==> src/rtl/pdm_pkg.sv <==
// Package for the port D pin mux, input routing and read-back block
package pdm_pkg;

	// ********************************************************************
	// Register map (byte addresses on the register bus)
	// ********************************************************************
	localparam logic [7:0] ADDR_FUNC_SEL_LOW  = 8'h00;
	localparam logic [7:0] ADDR_FUNC_SEL_HIGH = 8'h04;
	localparam logic [7:0] ADDR_SRC_SEL_A     = 8'h08;
	localparam logic [7:0] ADDR_SRC_SEL_B     = 8'h0C;
	localparam logic [7:0] ADDR_SRC_SEL_C     = 8'h10;
	localparam logic [7:0] ADDR_SRC_SEL_D     = 8'h14;
	localparam logic [7:0] ADDR_UNLOCK        = 8'h18;
	localparam logic [7:0] REG_RESET          = 8'h00;

	// ********************************************************************
	// Field positions (low bit of each two-bit field, or the single SDA and SCL bits) and codes
	// ********************************************************************
	localparam int F_HI  = 6;
	localparam int F_MH  = 4;
	localparam int F_ML  = 2;
	localparam int F_LO  = 0;
	localparam int F_SDA = 7;
	localparam int F_SCL = 6;
	localparam logic [1:0] CODE_00 = 2'h0;
	localparam logic [1:0] CODE_01 = 2'h1;
	localparam logic [1:0] CODE_10 = 2'h2;
	localparam logic [1:0] CODE_11 = 2'h3;

	// Pattern that opens the read-back self-test mode
	localparam logic [7:0] UNLOCK_KEY = 8'hCA;

	// Bus answers
	localparam logic [1:0] RESP_OKAY   = 2'h0;
	localparam logic [1:0] RESP_SLVERR = 2'h2;

	// Number of converter input channels with an analog switch
	localparam int AN_CHANNELS = 10;

	// ********************************************************************
	// Whole state of the block
	// ********************************************************************
	typedef struct packed {
		logic [7:0]  func_sel_low;
		logic [7:0]  func_sel_high;
		logic [7:0]  src_a;
		logic [7:0]  src_b;
		logic [7:0]  src_c;
		logic [7:0]  src_d;
		logic [7:0]  unlock;
		logic        read_port_enable;
		logic        aw_held;
		logic [7:0]  aw_addr;
		logic        w_held;
		logic [7:0]  w_data;
		logic        w_strb0;
		logic        bvalid;
		logic [1:0]  bresp;
		logic        rvalid;
		logic [7:0]  rdata;
		logic [1:0]  rresp;
		logic [4:1]  pd_out;
		logic [4:1]  pd_oe;
		logic [2:0]  hall_in;
		logic        capture_timer_in;
		logic        sda_in;
		logic        scl_in;
		logic        serial_rx_in;
		logic        noise_filter_in;
		logic        ext_irq_in;
		logic [3:0]  timer_cap_in;
		logic [3:0]  timer_clk_in;
		logic [7:0]  read_data;
		logic [AN_CHANNELS-1:0] an_switch;
	} pdm_state_t;

endpackage

==> src/rtl/pdm_top.sv <==
// Port D pin mux, peripheral input routing and read-back self-test logic
//
// Behaviour
// - First select bits 7:6 pick port_d3 function
// - First select bits 5:4 pick port_d2 function
// - First select bits 3:2 pick port_d1 function
// - Second select bits 1:0 pick port_d4 function
// - Source A bits 7:6 route hall_in3
// - Source A bits 5:4 route hall_in2
// - Source A bits 3:2 route hall_in1
// - Source A bits 1:0 route capture_timer_in
// - Source B bits 7,6 route SDA, SCL
// - Source B bits 5:4 route serial input
// - Source B bits 3:2 route noise_filter_in
// - Source B bits 1:0 route ext_irq_in
// - Source C routes timer_cap_in0 and timer_cap_in1
// - Source C routes timer_cap_in2 and timer_cap_in3
// - Source D routes timer_clk_in0 and timer_clk_in1
// - Source D routes timer_clk_in2 and timer_clk_in3
// - Key byte sets read_port_enable, others clear
// - Enabled: port read returns pin levels
// - Disabled: latch, pin level, or zero for analog/blocked
// - Read mode touches only the read path and the converter switches
// - Enabled mode forces selected converter switch closed
//
// The register offsets and the AXI4-Lite register port are this design's own decisions.
`timescale 1ns/1ps

module pdm_top (
	// Clock and reset
	input  wire logic        mclk,
	input  wire logic        arst_n,
	// Register bus, write address and data
	input  wire logic [31:0] awaddr,
	input  wire logic        awvalid,
	output logic             awready,
	input  wire logic [31:0] wdata,
	input  wire logic [3:0]  wstrb,
	input  wire logic        wvalid,
	output logic             wready,
	// Register bus, write response
	output logic [1:0]       bresp,
	output logic             bvalid,
	input  wire logic        bready,
	// Register bus, read
	input  wire logic [31:0] araddr,
	input  wire logic        arvalid,
	output logic             arready,
	output logic [31:0]      rdata,
	output logic [1:0]       rresp,
	output logic             rvalid,
	input  wire logic        rready,
	// Pin levels
	input  wire logic [7:0]  port_a_in,
	input  wire logic [7:0]  port_b_in,
	input  wire logic [4:1]  port_d_in,
	// Port D general purpose drive and peripheral outputs
	input  wire logic [4:1]  gpio_d_out,
	input  wire logic [4:1]  gpio_d_oe,
	input  wire logic        timer_out0,
	input  wire logic        timer_out1,
	input  wire logic        timer_out1_n,
	input  wire logic        timer_out2_n,
	input  wire logic        hall_out_a,
	input  wire logic        hall_out_b,
	input  wire logic        hall_out_c,
	input  wire logic        gate_a_low,
	input  wire logic        gate_a_high,
	input  wire logic        gate_b_high,
	input  wire logic        serial_out,
	input  wire logic        serial_oe,
	// Port D pin drive
	output logic [4:1]       pd_out,
	output logic [4:1]       pd_oe,
	// Routed peripheral inputs
	output logic             hall_in1,
	output logic             hall_in2,
	output logic             hall_in3,
	output logic             capture_timer_in,
	output logic             sda_in,
	output logic             scl_in,
	output logic             serial_rx_in,
	output logic             noise_filter_in,
	output logic             ext_irq_in,
	output logic [3:0]       timer_cap_in,
	output logic [3:0]       timer_clk_in,
	// Port read-back path for the port being read
	input  wire logic [7:0]  rd_pin_level,
	input  wire logic [7:0]  rd_data_latch,
	input  wire logic [7:0]  rd_port_ctrl,
	input  wire logic [7:0]  rd_is_analog,
	input  wire logic [7:0]  rd_is_dig_out,
	output logic [7:0]       read_data,
	output logic             read_port_enable,
	// Converter analog input switches
	input  wire logic [3:0]  adc_channel_sel,
	input  wire logic [9:0]  an_func_sel,
	output logic [9:0]       an_switch
);

	// ********************************************************************
	// State and helpers
	// ********************************************************************
	pdm_pkg::pdm_state_t s;
	pdm_pkg::pdm_state_t next_s;
	logic       aw_fire, w_fire, ar_fire, wr_go, wr_strb, wr_hit;
	logic [7:0] wr_addr, wr_byte;
	logic [8:0] rd_hit_data;
	logic [1:0] d3_sel, d2_sel, d1_sel, d4_sel;
	logic       d1_gpio, d2_gpio, d3_gpio, d4_gpio, d1_serial;
	// Pick one of four sources; reserved slots are fed a constant low
	function automatic logic route4(input logic [1:0] sel, input logic c0, input logic c1,
		input logic c2, input logic c3);
		logic r;
		case (sel)
			pdm_pkg::CODE_00: r = c0;
			pdm_pkg::CODE_01: r = c1;
			pdm_pkg::CODE_10: r = c2;
			default:          r = c3;
		endcase
		return r;
	endfunction
	// Address decode for reads: {hit, byte}
	function automatic logic [8:0] reg_read(input pdm_pkg::pdm_state_t st, input logic [7:0] a);
		logic [8:0] r;
		case (a)
			pdm_pkg::ADDR_FUNC_SEL_LOW:  r = {1'b1, st.func_sel_low};
			pdm_pkg::ADDR_FUNC_SEL_HIGH: r = {1'b1, st.func_sel_high};
			pdm_pkg::ADDR_SRC_SEL_A:     r = {1'b1, st.src_a};
			pdm_pkg::ADDR_SRC_SEL_B:     r = {1'b1, st.src_b};
			pdm_pkg::ADDR_SRC_SEL_C:     r = {1'b1, st.src_c};
			pdm_pkg::ADDR_SRC_SEL_D:     r = {1'b1, st.src_d};
			pdm_pkg::ADDR_UNLOCK:        r = {1'b1, st.unlock};
			default:                     r = 9'h000;
		endcase
		return r;
	endfunction
	// Bus handshakes; a held half waits for its partner, then the answer blocks new ones
	assign awready     = !s.aw_held && !s.bvalid;
	assign wready      = !s.w_held && !s.bvalid;
	assign arready     = !s.rvalid;
	assign aw_fire     = awvalid && awready;
	assign w_fire      = wvalid && wready;
	assign ar_fire     = arvalid && arready;
	assign wr_go       = (s.aw_held || aw_fire) && (s.w_held || w_fire);
	assign wr_addr     = s.aw_held ? s.aw_addr : awaddr[7:0];
	assign wr_byte     = s.w_held ? s.w_data : wdata[7:0];
	assign wr_strb     = s.w_held ? s.w_strb0 : wstrb[0];
	assign wr_hit      = reg_read(s, wr_addr) >> 8 != 9'h000;
	assign rd_hit_data = reg_read(s, araddr[7:0]);
	// Current pin functions of port D
	assign d3_sel    = s.func_sel_low[pdm_pkg::F_HI +: 2];
	assign d2_sel    = s.func_sel_low[pdm_pkg::F_MH +: 2];
	assign d1_sel    = s.func_sel_low[pdm_pkg::F_ML +: 2];
	assign d4_sel    = s.func_sel_high[pdm_pkg::F_LO +: 2];
	assign d1_gpio   = d1_sel == pdm_pkg::CODE_00;
	assign d2_gpio   = d2_sel == pdm_pkg::CODE_00;
	assign d3_gpio   = d3_sel == pdm_pkg::CODE_00;
	assign d4_gpio   = d4_sel == pdm_pkg::CODE_00;
	assign d1_serial = d1_sel == pdm_pkg::CODE_11;

	// ********************************************************************
	// Next state
	// ********************************************************************
	always_comb begin
		logic [7:0] pd_in_ok;
		pd_in_ok = 8'h00;
		next_s   = s;
		// Bus write: either half may come first
		if (aw_fire) begin
			next_s.aw_held = 1'b1;
			next_s.aw_addr = awaddr[7:0];
		end
		if (w_fire) begin
			next_s.w_held  = 1'b1;
			next_s.w_data  = wdata[7:0];
			next_s.w_strb0 = wstrb[0];
		end
		if (wr_go) begin
			next_s.aw_held = 1'b0;
			next_s.w_held  = 1'b0;
			next_s.bvalid  = 1'b1;
			next_s.bresp   = wr_hit ? pdm_pkg::RESP_OKAY : pdm_pkg::RESP_SLVERR;
			if (wr_hit && wr_strb) begin
				case (wr_addr)
					pdm_pkg::ADDR_FUNC_SEL_LOW:  next_s.func_sel_low = wr_byte;
					pdm_pkg::ADDR_FUNC_SEL_HIGH: next_s.func_sel_high = wr_byte;
					pdm_pkg::ADDR_SRC_SEL_A:     next_s.src_a = wr_byte;
					pdm_pkg::ADDR_SRC_SEL_B:     next_s.src_b = wr_byte;
					pdm_pkg::ADDR_SRC_SEL_C:     next_s.src_c = wr_byte;
					pdm_pkg::ADDR_SRC_SEL_D:     next_s.src_d = wr_byte;
					default: begin
						// Any byte but the key closes the self-test mode again
						next_s.unlock           = wr_byte;
						next_s.read_port_enable = wr_byte == pdm_pkg::UNLOCK_KEY;
					end
				endcase
			end
		end else if (s.bvalid && bready) begin
			next_s.bvalid = 1'b0;
		end
		// Bus read, answered one cycle after the address is taken
		if (ar_fire) begin
			next_s.rvalid = 1'b1;
			next_s.rdata  = rd_hit_data[7:0];
			next_s.rresp  = rd_hit_data[8] ? pdm_pkg::RESP_OKAY : pdm_pkg::RESP_SLVERR;
		end else if (s.rvalid && rready) begin
			next_s.rvalid = 1'b0;
		end
		// Port D drive; the self-test mode is not looked at here
		case (d3_sel)
			pdm_pkg::CODE_00: {next_s.pd_out[3], next_s.pd_oe[3]} = {gpio_d_out[3], gpio_d_oe[3]};
			pdm_pkg::CODE_01: {next_s.pd_out[3], next_s.pd_oe[3]} = {timer_out1, 1'b1};
			pdm_pkg::CODE_10: {next_s.pd_out[3], next_s.pd_oe[3]} = {hall_out_a, 1'b1};
			default:          {next_s.pd_out[3], next_s.pd_oe[3]} = {gate_a_low, 1'b1};
		endcase
		case (d2_sel)
			pdm_pkg::CODE_00: {next_s.pd_out[2], next_s.pd_oe[2]} = {gpio_d_out[2], gpio_d_oe[2]};
			pdm_pkg::CODE_01: {next_s.pd_out[2], next_s.pd_oe[2]} = {timer_out1_n, 1'b1};
			pdm_pkg::CODE_10: {next_s.pd_out[2], next_s.pd_oe[2]} = {hall_out_b, 1'b1};
			default:          {next_s.pd_out[2], next_s.pd_oe[2]} = {gate_a_high, 1'b1};
		endcase
		case (d1_sel)
			pdm_pkg::CODE_00: {next_s.pd_out[1], next_s.pd_oe[1]} = {gpio_d_out[1], gpio_d_oe[1]};
			pdm_pkg::CODE_01: {next_s.pd_out[1], next_s.pd_oe[1]} = {timer_out0, 1'b1};
			pdm_pkg::CODE_10: {next_s.pd_out[1], next_s.pd_oe[1]} = {hall_out_c, 1'b1};
			default:          {next_s.pd_out[1], next_s.pd_oe[1]} = {serial_out, serial_oe};
		endcase
		case (d4_sel)
			pdm_pkg::CODE_00: {next_s.pd_out[4], next_s.pd_oe[4]} = {gpio_d_out[4], gpio_d_oe[4]};
			pdm_pkg::CODE_01: {next_s.pd_out[4], next_s.pd_oe[4]} = {timer_out2_n, 1'b1};
			pdm_pkg::CODE_10: {next_s.pd_out[4], next_s.pd_oe[4]} = {timer_out1, 1'b1};
			default:          {next_s.pd_out[4], next_s.pd_oe[4]} = {gate_b_high, 1'b1};
		endcase
		// A port D pin feeds a peripheral input only while its general purpose function is selected; port_d1 also feeds the serial input in its serial function
		pd_in_ok[1] = port_d_in[1] && d1_gpio;
		pd_in_ok[2] = port_d_in[2] && d2_gpio;
		pd_in_ok[3] = port_d_in[3] && d3_gpio;
		pd_in_ok[4] = port_d_in[4] && d4_gpio;
		// Input routing; reserved codes hold the input low
		next_s.hall_in[2] = route4(s.src_a[pdm_pkg::F_HI +: 2], port_a_in[5], port_b_in[1],
			port_b_in[5], port_a_in[5]);
		next_s.hall_in[1] = route4(s.src_a[pdm_pkg::F_MH +: 2], port_a_in[4], port_b_in[2],
			port_b_in[6], port_a_in[4]);
		next_s.hall_in[0] = route4(s.src_a[pdm_pkg::F_ML +: 2], port_a_in[3], port_b_in[3],
			1'b0, port_a_in[3]);
		next_s.capture_timer_in = route4(s.src_a[pdm_pkg::F_LO +: 2], port_a_in[6], port_b_in[4],
			1'b0, 1'b0);
		next_s.sda_in = s.src_b[pdm_pkg::F_SDA] ? 1'b0 : port_a_in[7];
		next_s.scl_in = s.src_b[pdm_pkg::F_SCL] ? port_b_in[5] : 1'b0;
		next_s.serial_rx_in = route4(s.src_b[pdm_pkg::F_MH +: 2], 1'b0, port_d_in[1] && d1_serial,
			port_a_in[7], port_b_in[4]);
		next_s.noise_filter_in = route4(s.src_b[pdm_pkg::F_ML +: 2], port_a_in[7], port_a_in[0],
			pd_in_ok[2], 1'b0);
		next_s.ext_irq_in = route4(s.src_b[pdm_pkg::F_LO +: 2], port_a_in[7], pd_in_ok[1],
			port_a_in[2], 1'b0);
		next_s.timer_cap_in[0] = route4(s.src_c[pdm_pkg::F_HI +: 2], port_a_in[0], pd_in_ok[3],
			1'b0, port_a_in[0]);
		next_s.timer_cap_in[1] = route4(s.src_c[pdm_pkg::F_MH +: 2], port_a_in[2], pd_in_ok[2],
			1'b0, port_a_in[2]);
		next_s.timer_cap_in[2] = route4(s.src_c[pdm_pkg::F_ML +: 2], port_b_in[2], pd_in_ok[1],
			1'b0, port_b_in[2]);
		next_s.timer_cap_in[3] = route4(s.src_c[pdm_pkg::F_LO +: 2], port_b_in[1], 1'b0,
			pd_in_ok[4], port_b_in[1]);
		next_s.timer_clk_in[0] = route4(s.src_d[pdm_pkg::F_HI +: 2], port_a_in[7], pd_in_ok[3],
			1'b0, port_b_in[6]);
		next_s.timer_clk_in[1] = route4(s.src_d[pdm_pkg::F_MH +: 2], port_a_in[6], pd_in_ok[2],
			1'b0, port_a_in[6]);
		next_s.timer_clk_in[2] = route4(s.src_d[pdm_pkg::F_ML +: 2], port_b_in[3], pd_in_ok[1],
			1'b0, port_b_in[3]);
		next_s.timer_clk_in[3] = route4(s.src_d[pdm_pkg::F_LO +: 2], 1'b0, 1'b0,
			pd_in_ok[4], 1'b0);
		// Read-back path, per bit of the port being read
		for (int i = 0; i < 8; i++) begin
			if (s.read_port_enable)
				next_s.read_data[i] = rd_pin_level[i];
			else if (rd_is_analog[i])
				next_s.read_data[i] = 1'b0;
			else if (rd_port_ctrl[i])
				next_s.read_data[i] = rd_is_dig_out[i] ? 1'b0 : rd_pin_level[i];
			else
				next_s.read_data[i] = rd_data_latch[i];
		end
		// Analog switches: own function, or forced for the chosen channel in self-test
		for (int c = 0; c < pdm_pkg::AN_CHANNELS; c++) begin
			next_s.an_switch[c] = an_func_sel[c] ||
				(s.read_port_enable && adc_channel_sel == 4'(c));
		end
	end

	// ********************************************************************
	// State register
	// ********************************************************************
	always_ff @(posedge mclk or negedge arst_n) begin
		if (!arst_n)
			s <= '0;
		else
			s <= next_s;
	end

	// Outputs straight from the state
	assign bvalid           = s.bvalid;
	assign bresp            = s.bresp;
	assign rvalid           = s.rvalid;
	assign rresp            = s.rresp;
	assign rdata            = {24'h000000, s.rdata};
	assign pd_out           = s.pd_out;
	assign pd_oe            = s.pd_oe;
	assign hall_in1         = s.hall_in[0];
	assign hall_in2         = s.hall_in[1];
	assign hall_in3         = s.hall_in[2];
	assign capture_timer_in = s.capture_timer_in;
	assign sda_in           = s.sda_in;
	assign scl_in           = s.scl_in;
	assign serial_rx_in     = s.serial_rx_in;
	assign noise_filter_in  = s.noise_filter_in;
	assign ext_irq_in       = s.ext_irq_in;
	assign timer_cap_in     = s.timer_cap_in;
	assign timer_clk_in     = s.timer_clk_in;
	assign read_data        = s.read_data;
	assign read_port_enable = s.read_port_enable;
	assign an_switch        = s.an_switch;
endmodule

==> config.mk <==
export PLATFORM = sky130hd
export DESIGN_NAME = pdm_top
export DESIGN_NICKNAME = d
export VERILOG_FILES = /design/src/rtl/pdm_pkg.sv /design/src/rtl/pdm_top.sv
export SDC_FILE = /design/constraint.sdc
export NUM_CORES = 1
export LEC_CHECK = 0
export ABC_AREA = 1
export BUFFER_PORTS_ARGS = -buffer_cell sky130_fd_sc_hd__buf_4
export CAP_MARGIN = 10
export CORE_MARGIN = 10
export CORE_UTILIZATION = 45
export DETAILED_ROUTE_END_ITERATION = 16
export HOLD_SLACK_MARGIN = 0.15
export MAX_ROUTING_LAYER = met4
export PLACE_DENSITY_LB_ADDON = 0.12
export SYNTH_ARGS = -nofsm -noshare
export SYNTH_HDL_FRONTEND = slang
export SYNTH_SLANG_ARGS = --single-unit
==> constraint.sdc <==
create_clock -name mclk -period 2.26 [get_ports mclk]
set_input_delay 0.565 -clock mclk [delete_from_list [all_inputs] [get_ports mclk]]
set_output_delay 0.565 -clock mclk [all_outputs]
set_load 0.1 [all_outputs]
==> parameters.txt <==
Parameter                              Value

Die
  Total I/O pin count    286
  Floorplan Core Area    15900 µm²
  Initial cell density of the core    45.8%
  Placement Rows    46
  Die width    147 µm
  Chip height    147 µm
  DIE AREA    21600 µm²

GRT
  Gr usage total    19.5%
  Overflow left after global routing    0
  Vias in the first global route    6186
  Wire length of the first global-routing pass    32900 µm
  Maximum number of pins on one net before global-route repair    46
  Antenna violations before repair    0

Setup path
  Delay of the slowest critical-path stage    0.38 ns
  Worst path depth    12
  Number of buffers and inverters on the critical path    3
  Data arrival at the endpoint of the critical path    2.31 ns
  CP max stage cell    dfrtp_1
  Worst R2R End    s[111]$_DFFE_PN0P_
  Capturing element type of the critical path    flop
  Critical Path Source Type    flop
  CP Capture Point    s[111]$_DFFE_PN0P_
  Minimum setup slack among reg-to-reg paths    0.25 ns
  Worst r2r src    s[75]$_DFFE_PN0P_
  Required time at the endpoint of the critical path    2.57 ns
  Crit path max-delay family    simple AND/OR/NAND/NOR gates
  Most common cell type on the critical path    nand2_1
  Number of cells traversed by the worst register-to-register path    12
  Launching instance or port of the critical path    s[75]$_DFFE_PN0P_
  Critical Path, Cell by Cell    inv_2 -> nand2_1 -> nand2_1 -> nor2_2 -> nand2_2 -> nor2_1 -> nor2_1 -> nand3_2 -> buf_12 -> buf_12 -> nand4_1 -> nand2_1
  Max Fanout on Critical Path    25
  Worst Setup Path Type    flop to flop

Synth
  Number of distinct standard cells referenced by the synthesized netlist    41
  Number of synthesized flops with an enable pin    0
  Total of flip-flops plus latches after synthesis    131
  Netlist area before placement    7270 µm²
  Number of warning messages in the yosys log    0
  Gate count of the mapped netlist    879
  Sequential area share after synthesis    45.1%
  Average cell area after synthesis    8.27 µm²
  Synth top area share    45.1%
  Primary FF master, synth    dfrtp_1
  Most numerous cell types in the synthesized netlist    nand2_1, dfrtp_1, inv_1, buf_4, nand4_1
  Post-synthesis cell type with the largest combined area    dfrtp_1
  Cell types with the largest area share after synthesis    dfrtp_1, nand2_1, buf_4, nand4_1, inv_1
  Most common cell in the synthesized netlist    nand2_1
  Async set-reset flop share out of synthesis    100%

STA
  Min Clock Period, post-route    2.01 ns
  Final count of pins violating max slew    0
  Hold Slack    0.321 ns
  Final period util    88.7%
  RSZ-0062 raised after global routing    false
  Max transition margin    65.4%
  Max Clock Skew    0.00772 ns
  Final worst slack    0.255 ns
  Final setup violation count    0
  Final hold viol count    0
  F_max    499 MHz
  Transition time at the pin with the least slew margin    0.518 ns

Placed design
  PortBufs    181
  Routability cong.    0.855
  HPWL after detailed placement    15500 µm
  Worst slack at placement    0.160 ns

CTS
  Number of setup buffers added after CTS    0
  Number of instances resized during post-cts repair    0
  Clock-pin slew on the worst setup and hold paths    0.06 ns
  CTS tree    done
  Number of clock sinks    131
  CTS Hold Buffers Added    1
  Clock buffer count from CTS    17
  Max clock buf depth    2
  Insertion delay to the later sink of the worst-skew pair    0.42 ns
  Number of levels in the clock H-tree    4
  Buffer cell driving the clock tree root    clkbuf_16

Power
  Switching component of the power    0.00311 W
  Share of total power consumed by net switching    36.0%
  Combinational share of power    31.1%
  Leakage    4.87 nW
  Sequential cell fraction of total power    31.8%
  Internal power    0.00553 W
  Total power density per cell area    926 nW/µm²
  Max rail drop VDD    1.02 mV
  Clock share of power    37.1%

Run
  Count of maximum capacitance violations    0

Detailed routing
  Final antenna-violating net count    0
  Number of DRC violations after detailed routing    0
  Final routed wirelength across all metal layers    20600 µm
  Number of DRC violations after detailed-routing iteration 0    521
  Wirelength per Cell    16.2 µm
  Via-per-instance ratio    4.97
  Detailed-route via count    6314
  Number of detailed-route iterations in the first pass    5

Final layout
  Share of layout cells above drive strength 1    26.8%
  Number of inserted diodes    0
  Relative area change from synthesis to final layout    28.3%
  Layout filler cell count    1522
  Post-layout net count    1257

Hold path
  Hold/Removal Path Class    input pin to flop

Outcome
  Result of the run    finished clean
[power by group through the flow]
stage | Combinational [W] | Clock (W) | Sequential (W)
final | 0.00268 | 0.00321 | 0.00275
after global routing | 0.00289 | 0.00336 | 0.00278
after CTS | 0.00270 | 0.00325 | 0.00275
after detailed placement | 0.00268 | 0 | 0.00278
after global placement | 0.00266 | 0 | 0.00278
after floorplan | 0.00197 | 0 | 0.00288
[area by class of cell]
type	count	area (µm²)	share of cell area, %
Clock inverter	11	230	2.47
Tap cell	216	270	2.90
Sequential cell	131	3280	35.2
Inverter	90	342	3.66
Clock buffer	21	450	4.83
Timing Repair Buffer	214	1700	18.2
Multi-Input combinational cell	587	3060	32.7
[per-stage QoR]
step	TNS, ns	instances	area, µm²	util, %	power [W]
floorplan	-0.0213	904	7420	-	0.00485
global placement	0	1237	8640	54.4	0.00544
detailed placement	0	1237	8640	54.4	0.00547
CTS	0	1270	9330	58.7	0.00869
global route	0	1270	9330	58.7	0.00902
finish	0	1270	9330	58.7	0.00864
[flip-flops by register name, indices dropped and copies added (netlist names), 4 cells and up]
register and flops:
timer_clk_in 4, read_data 8, s 67, rdata 8, pd_out 4, an_switch 10
timer_cap_in 4, pd_oe 4
[worst reg2reg max path: stages, from the launching register on]
cell	delay, ns
dfrtp_1	0.38
inv_2	0.21
nand2_1	0.08
nand2_1	0.14
nor2_2	0.07
nand2_2	0.12
nor2_1	0.05
nor2_1	0.12
nand3_2	0.16
buf_12	0.21
buf_12	0.17
nand4_1	0.09
nand2_1	0.07
[logic make-up (layout without fill, tap and decap cells)]
kind of cell | after synthesis | after routing | share of synthesized area (%)
and+or+nand+nor | 439 | 439 | 28.6
buffers and inverters | 186 | 336 | 14.5
DFF | 131 | 131 | 45.1
AOI/OAI and AO/OA | 106 | 106 | 8.96
adders and majority gates | 15 | 15 | 2.58
other | 1 | 26 | 0.0516
muxes | 1 | 1 | 0.155
[layer usage]
metal  GRT usage, %  vias to the layer above  part of all wire, %
li1               -                     3122                    -
met1           24.3                     2989                   43
met2           30.5                      181                   49
met3           5.53                       22                  6.8
met4           4.96                        0                  1.2
met5              -                        -                    0
[worst min path at each step]
stage                                  start                endpoint  slack [ns]  cells past startpoint
after floorplan                       arst_n  an_switch[0]$_DFF_PN0_        0.27                      0
final                           gpio_d_oe[3]      pd_oe[3]$_DFF_PN0_        0.32                      3
after CTS                       gpio_d_oe[3]      pd_oe[3]$_DFF_PN0_        0.32                      3
after detailed placement  s[104]$_DFFE_PN0P_      s[104]$_DFFE_PN0P_        0.46                      2
after global routing            gpio_d_oe[4]      pd_oe[4]$_DFF_PN0_        0.32                      3
after global placement     s[90]$_DFFE_PN0P_       s[90]$_DFFE_PN0P_        0.46                      2
[cells in the final DEF (no fill, tap or decap), types with 2 or more instances in the layout]
master,count
nor3_1,5
bufinv_16,7
o31ai_1,3
clkbuf_1,3
nor2_4,4
nand3_4,4
a311oi_1,2
o21a_1,4
ha_1,15
nand2_1,242
clkbuf_16,17
nand2_2,7
conb_1,26
a31oi_1,2
o21bai_1,8
nor2_1,57
nor2_8,3
inv_1,87
nand3_2,6
a211oi_1,8
clkinv_2,4
o22ai_1,8
a22oi_1,2
o21ai_1,4
o22a_1,8
a21oi_1,11
buf_4,205
o21ai_0,44
nand4_1,63
dfrtp_1,129
nor2_2,5
nand2_4,6
buf_12,7
nand3_1,36
Note: power is estimated with default switching activity, not from simulation.
